<file path="config.mk">
export PLATFORM = sky130hd
export DESIGN_NAME = output_gearbox_serializer
export DESIGN_NICKNAME = d
export VERILOG_FILES = /design/src/inc/gearbox_pkg.sv /design/src/hw/output_gearbox_serializer.sv
export SDC_FILE = /design/constraint.sdc
export NUM_CORES = 1
export LEC_CHECK = 0
export ABC_AREA = 1
export BUFFER_PORTS_ARGS = -buffer_cell sky130_fd_sc_hd__buf_2
export CORE_ASPECT_RATIO = 1.1
export CORE_MARGIN = 2
export CORE_UTILIZATION = 25
export DETAILED_ROUTE_END_ITERATION = 6
export MAX_ROUTING_LAYER = met4
export PLACE_DENSITY = 0.46
export SYNTH_ARGS = -nofsm -noshare
export SYNTH_HDL_FRONTEND = slang
export SYNTH_SLANG_ARGS = --single-unit
</file>
<file path="constraint.sdc">
create_clock -name CLK -period 5.6 [get_ports CLK]
set_input_delay 1.12 -clock CLK [delete_from_list [all_inputs] [get_ports CLK]]
set_output_delay 1.12 -clock CLK [all_outputs]
set_load 0.01 [all_outputs]
</file>
<file path="src/inc/gearbox_pkg.sv">
// Constants and types shared by the output gearbox serializer
package gearbox_pkg;
   // ==========================================================
   // Gearbox modes
   typedef enum logic [1:0] {
      MODE_SER7    = 2'b00,
      MODE_DDR8    = 2'b01,
      MODE_DDR4X2  = 2'b10,
      MODE_SPARE   = 2'b11
   } gear_mode_t;

   // ==========================================================
   // Word and shifter geometry
   localparam int WORD_W      = 8;
   localparam int LANE_CNT    = 2;
   localparam int HALF_W      = 4;
   localparam int SH_W        = 16;
   localparam int CNT_W       = 5;
   localparam int LEN_SER7    = 7;
   localparam int LEN_DDR8    = 8;
   localparam int LEN_DDR4    = 4;
   localparam int BITS_PER_CK = 2;

   // ==========================================================
   // Reset values
   localparam logic [WORD_W-1:0] WORD_RST = 8'h00;
   localparam logic [SH_W-1:0]   SH_RST   = 16'h0000;
   localparam logic [CNT_W-1:0]  CNT_RST  = 5'h00;

   // ==========================================================
   // Double-rate output pair: rise half goes out first
   typedef struct packed {
      logic fall;
      logic rise;
   } ser_pair_t;
endpackage

</file>
<file path="src/hw/output_gearbox_serializer.sv">
// Output gearbox: parallel core words to double-rate serial lanes
//
// Overview of operation
// RULE1: Modes 7:1, 8:1 or dual 4:1.
// RULE2: Lanes 6..0, 7..0, or 3..0 and 7..4.
// RULE3: Stage one captures core word.
// RULE4: Stage two transfers word into fast registers.
// RULE5: Stage three shifts word onto serial output.
// RULE6: Lowest lane first, two bits per clock.
`timescale 1ns/1ps
`default_nettype none

module output_gearbox_serializer (
   // Clock and reset
   input  wire  logic                                CLK,
   input  wire  logic                                RST_N,
   // Mode select from core
   input  wire  gearbox_pkg::gear_mode_t             MODE,
   // Parallel word from core
   input  wire  logic [gearbox_pkg::WORD_W-1:0]      D,
   // Word accepted pulse toward core
   output logic                                      WORD_TAKE,
   // Serial lanes toward output buffers
   output gearbox_pkg::ser_pair_t                    SER_A,
   output gearbox_pkg::ser_pair_t                    SER_B
);

   // ==========================================================
   // Mode decoding
   function automatic logic [gearbox_pkg::CNT_W-1:0] word_len(
      input gearbox_pkg::gear_mode_t m);
      case (m)
         gearbox_pkg::MODE_SER7:   word_len = 5'(gearbox_pkg::LEN_SER7);
         gearbox_pkg::MODE_DDR4X2: word_len = 5'(gearbox_pkg::LEN_DDR4);
         default:                  word_len = 5'(gearbox_pkg::LEN_DDR8);
      endcase
   endfunction

   function automatic logic [gearbox_pkg::WORD_W-1:0] lane_word(
      input gearbox_pkg::gear_mode_t m,
      input logic [gearbox_pkg::WORD_W-1:0] w,
      input int lane);
      logic [gearbox_pkg::WORD_W-1:0] r;
      r = gearbox_pkg::WORD_RST;
      case (m)
         gearbox_pkg::MODE_SER7: begin
            if (lane == 0) r = {1'b0, w[6:0]};
         end
         gearbox_pkg::MODE_DDR4X2: begin
            if (lane == 0) r = {4'h0, w[3:0]};
            else           r = {4'h0, w[7:4]};
         end
         default: begin
            if (lane == 0) r = w;
         end
      endcase
      lane_word = r;
   endfunction

   // ==========================================================
   // Mode register and restart on change
   gearbox_pkg::gear_mode_t              mode_reg;
   logic                                 restart_reg;
   logic [gearbox_pkg::WORD_W-1:0]       cap_reg;
   logic [gearbox_pkg::WORD_W-1:0]       xfer_reg;
   logic [gearbox_pkg::LANE_CNT-1:0]     load_lane;
   logic                                 take_reg;
   gearbox_pkg::ser_pair_t               ser_a_reg;
   gearbox_pkg::ser_pair_t               ser_b_reg;

   always_ff @(posedge CLK or negedge RST_N) begin
      if (!RST_N) begin
         mode_reg    <= gearbox_pkg::MODE_DDR8;
         restart_reg <= 1'b1;
      end else begin
         mode_reg    <= MODE; // [RULE1]
         restart_reg <= (MODE != mode_reg);
      end
   end

   // ==========================================================
   // Stage one: core word capture
   always_ff @(posedge CLK or negedge RST_N) begin
      if (!RST_N) begin
         cap_reg <= gearbox_pkg::WORD_RST;
      end else if (load_lane[0]) begin
         cap_reg <= D; // [RULE3]
      end
   end

   // ==========================================================
   // Stage two: transfer into shifter-side register
   always_ff @(posedge CLK or negedge RST_N) begin
      if (!RST_N) begin
         xfer_reg <= gearbox_pkg::WORD_RST;
      end else if (load_lane[0]) begin
         xfer_reg <= cap_reg; // [RULE4]
      end
   end

   // ==========================================================
   // Word accepted pulse
   always_ff @(posedge CLK or negedge RST_N) begin
      if (!RST_N) begin
         take_reg <= 1'b0;
      end else begin
         take_reg <= load_lane[0];
      end
   end

   // ==========================================================
   // Stage three: per-lane residue shifters
   gearbox_pkg::ser_pair_t lane_out [gearbox_pkg::LANE_CNT];

   genvar g;
   generate
      for (g = 0; g < gearbox_pkg::LANE_CNT; g++) begin : g_lane
         logic [gearbox_pkg::SH_W-1:0]  sh_reg;
         logic [gearbox_pkg::SH_W-1:0]  sh_next;
         logic [gearbox_pkg::CNT_W-1:0] cnt_reg;
         logic [gearbox_pkg::CNT_W-1:0] cnt_next;
         logic [gearbox_pkg::CNT_W-1:0] rem_cnt;
         logic [gearbox_pkg::SH_W-1:0]  word_ext;
         logic                          ld;

         always_comb begin
            word_ext = {8'h00, lane_word(mode_reg, xfer_reg, g)}; // [RULE2]
            rem_cnt  = (cnt_reg >= 5'(gearbox_pkg::BITS_PER_CK)) ?
                       5'(cnt_reg - 5'(gearbox_pkg::BITS_PER_CK)) :
                       gearbox_pkg::CNT_RST;
            ld       = (rem_cnt < 5'(gearbox_pkg::BITS_PER_CK));
            sh_next  = sh_reg >> gearbox_pkg::BITS_PER_CK; // [RULE5]
            cnt_next = rem_cnt;
            if (ld) begin
               sh_next  = sh_next | (word_ext << rem_cnt);
               cnt_next = 5'(rem_cnt + word_len(mode_reg));
            end
         end

         always_ff @(posedge CLK or negedge RST_N) begin
            if (!RST_N) begin
               sh_reg  <= gearbox_pkg::SH_RST;
               cnt_reg <= gearbox_pkg::CNT_RST;
            end else if (restart_reg) begin
               sh_reg  <= gearbox_pkg::SH_RST;
               cnt_reg <= gearbox_pkg::CNT_RST;
            end else begin
               sh_reg  <= sh_next;
               cnt_reg <= cnt_next;
            end
         end

         assign load_lane[g] = ld && !restart_reg;
         assign lane_out[g]  = gearbox_pkg::ser_pair_t'(sh_reg[1:0]); // [RULE6]
      end
   endgenerate

   // ==========================================================
   // Registered serial outputs
   always_ff @(posedge CLK or negedge RST_N) begin
      if (!RST_N) begin
         ser_a_reg <= '0;
         ser_b_reg <= '0;
      end else begin
         ser_a_reg <= lane_out[0]; // [RULE5]
         ser_b_reg <= (mode_reg == gearbox_pkg::MODE_DDR4X2) ?
                      lane_out[1] : '0; // [RULE1]
      end
   end

   assign WORD_TAKE = take_reg;
   assign SER_A     = ser_a_reg;
   assign SER_B     = ser_b_reg;
endmodule // output_gearbox_serializer

`default_nettype wire

</file>
==> run_results.csv <==
group,metric,value,unit
critical_path,critPathCaptureType,"flip-flop",
critical_path,path_common_cell,"nand2_1",
sta,timing.final.setup_violations,0,
layout,leading_cell_types_in_the_layout_fill_and_taps_excluded,"nand2_1, dfrtp_1, nor2_1, inv_1, a21oi_1",
outcome,status,"finished clean",
yosys,post_synthesis_mux_area_share,0,
critical_path,cpMaxStageDelayCell,"fa_1",
hold_path,min-delay-path-class,"reg -> reg",
yosys,synth.ff_latch_count,66,
cts,tritoncts,"yes",
sta,grt_setup_unrepaired,"false",
sta,slew_violations,0,
power,p_total,2.04,mW
route,final_wirelength,5960,um
placement,placedCellCount,531,
die,core,12000,um^2
cts,cts-hold-fix-buffers,0,
placement,port-buffer-count,16,
placement,place_hpwl,4010,um
layout,mostFrequentLayoutCell,"nand2_1",
die,die_h,120,um
die,fp-row-count,42,
layout,synthToLayoutAreaGrowth,17.2,%
cts,cts_root_buf,"clkbuf_16",
cts,postCtsSetupRepairBufs,0,
cts,clk_latency,0.33,ns
global_route,vias_in_the_first_global_route,2269,
layout,n_antenna_cell,0,
yosys,netlist_area,3050,um^2
sta,final_hold_viol_count,0,
power,static-leakage-power,1.83,nW
route,vias_per_cell,4.16,
sta,achievable-frequency,420,MHz
placement,gp_routability_congestion,0.823,
placement,placement.cell_area,3280,um^2
yosys,post_synth_and_or_nand_nor_area_fraction,0.243,
critical_path,critPathLaunchType,"flip-flop",
cts,htree_num_levels,3,
layout,nNetsFinal,409,
global_route,grt_antenna_before_repair,0,
route,detail_route.drc_violations,0,
cts,cts_inserted_buffers,9,
power,peakVddDrop,0.184,mV
placement,pre_cts_ws,3.25,ns
global_route,grt_overflow,0,
global_route,grt_pass1_wl,10500,um
yosys,post_synth_inst_count,367,
route,dr_total_vias,2275,
layout,final_layout_size_suffix_gt1_frac,0.132,
cts,clock_sinks,66,
critical_path,slowest_delay,0.40,ns
route,drt-pass1-iter-count,5,
sta,finalClockSkew,0.00547,ns
critical_path,critPathMaxFanout,7,
critical_path,crit_path_cell_trace,"inv_2, ha_1, nand2_1, nor2_1, nand2_1, nand2_1, inv_2, ha_1, fa_1, inv_1, nand2_1, nand2_1, nand2_1, nand2_1, nor2_1",
die,ios,17,
sta,post_layout_worst_setup_margin,3.22,ns
yosys,synth.yosys.warnings,0,
sta,layout_worst_path_cycle_share,0.425,
yosys,synth_cell_types,27,
yosys,synth_fa_ha_area_frac,0.0418,
yosys,largest_family_of_logic_cells_by_synthesized_area,"simple AND/OR/NAND/NOR gates",
critical_path,timing.setup.critical_path_class,"reg -> reg",
layout,largest_register_ffs,32,
critical_path,cp.buffers_inverters,3,
cts,clock_transition_time_at_the_flip_flop_clock_pins_of_the_worst_setup_and_hold_paths,0.06,ns
sta,time_the_worst_path_needs_with_i_o_delays_and_setup,2.38,ns
cts,postCtsResizedCells,0,
cts,cts_buffer_depth,2,
yosys,synth_compound_area_frac,0.0718,
die,chipWidth,109,um
layout,ff_latch_area,1650,um^2
die,die_area,13100,um^2
route,routedWlPerCell,10.9,um
yosys,synth-seq-area-share,0.542,
critical_path,worst-endpoint-arrival,2.57,ns
yosys,synthesis.area_per_instance,8.31,um^2
power,power_density_over_the_cells,570,nW/um^2
global_route,pin_count_of_the_biggest_net_entering_global_routing,67,
route,ant_nets,0,
critical_path,timing.critical_path.required,5.79,ns
global_route,groute.usage.overall,0.106,
sta,slew_margin_rel,0.449,
layout,finalCoreUtilization,0.298,
yosys,synth-xor-area-share,0.00861,
sta,fin_worst_hold_slack,0.346,ns
critical_path,r2r_setup_slack,3.22,ns
layout,filler_cell_count,1308,
route,drt_first_iter_violations,127,
layout,fin_area,3580,um^2
layout,multi_input_area,1130,um^2
sta,finalSetupTns,0,ns
layout,stdcell_count,547,
die,start_util,0.255,
sta,timing_worst_slew_pin_value,0.826,ns
job,cap_violations,0,
critical_path,crit_family,"adder cells",
## final timing paths
check                      cells after the start                 start              endpoint
max                                           15  g_lane[1].cnt_reg[1]  g_lane[1].cnt_reg[2]
min                                            0   g_lane[0].sh_reg[0]              SER_A[0]
max reg2reg                                   15  g_lane[1].cnt_reg[1]  g_lane[1].cnt_reg[2]
min reg2reg                                    0   g_lane[0].sh_reg[0]              SER_A[0]
max in group asynchronous                      2                 RST_N  g_lane[0].cnt_reg[1]
min in group asynchronous                      2                 RST_N  g_lane[1].sh_reg[15]
## cell type report
type,count,share of cell area
well taps,154,0.0539
repair buffers,17,0.0245
multi-input cells,237,0.316
clock buffers,12,0.0689
flip-flops and latches,66,0.463
clock inverters,4,0.0143
inverters,57,0.0598
## synthesized netlist by cell type
library cell,n,area (um^2)
inv_1,46,173
o21ai_1,14,70.1
a21oi_1,20,100
nand2_4,1,11.3
buf_6,3,33.8
conb_1,1,3.75
nand3_2,1,10.0
nor3_1,4,20.0
nor2_4,1,11.3
dfrtp_1,64,1600
xor2_1,1,8.76
xnor2_1,2,17.5
o21ai_0,8,40.0
o21ai_2,1,8.76
dfstp_2,2,52.6
clkbuf_1,4,15.0
inv_2,11,41.3
nand4_1,1,6.26
nand2_1,97,364
nand2_2,1,6.26
nor2_1,50,188
nand3_4,1,17.5
nand3_1,19,95.1
nor2_2,2,12.5
ha_1,7,87.6
fa_1,2,40.0
buf_2,3,15.0
## where the power goes
part	switching (mW)	internal [mW]
clock network	0.199	0.357
logic	0.579	0.267
registers	0.0585	0.580
## worst register-to-register path, cell delays in order (launching register included)
cell	delay, ns
dfrtp_1	0.37
inv_2	0.11
ha_1	0.20
nand2_1	0.06
nor2_1	0.08
nand2_1	0.16
nand2_1	0.25
inv_2	0.09
ha_1	0.22
fa_1	0.40
inv_1	0.07
nand2_1	0.05
nand2_1	0.05
nand2_1	0.04
nand2_1	0.06
nor2_1	0.04
## layer usage
layer,vias to the layer above,track usage,part of all wire
li1,1159,-,-
met1,1075,0.134,0.48
met2,34,0.157,0.47
met3,7,0.0272,0.031
met4,0,0.0538,0.018
met5,-,-,0
## kinds of logic after synthesis
kind of cell	after synthesis
AO/OA/AOI/OAI	43
XOR/XNOR	3
adder cells (fa/ha/maj)	9
buffers and inverters	67
flip-flops	66
other	1
AND/OR/NAND/NOR	178
(Power assumes the default switching activity.)
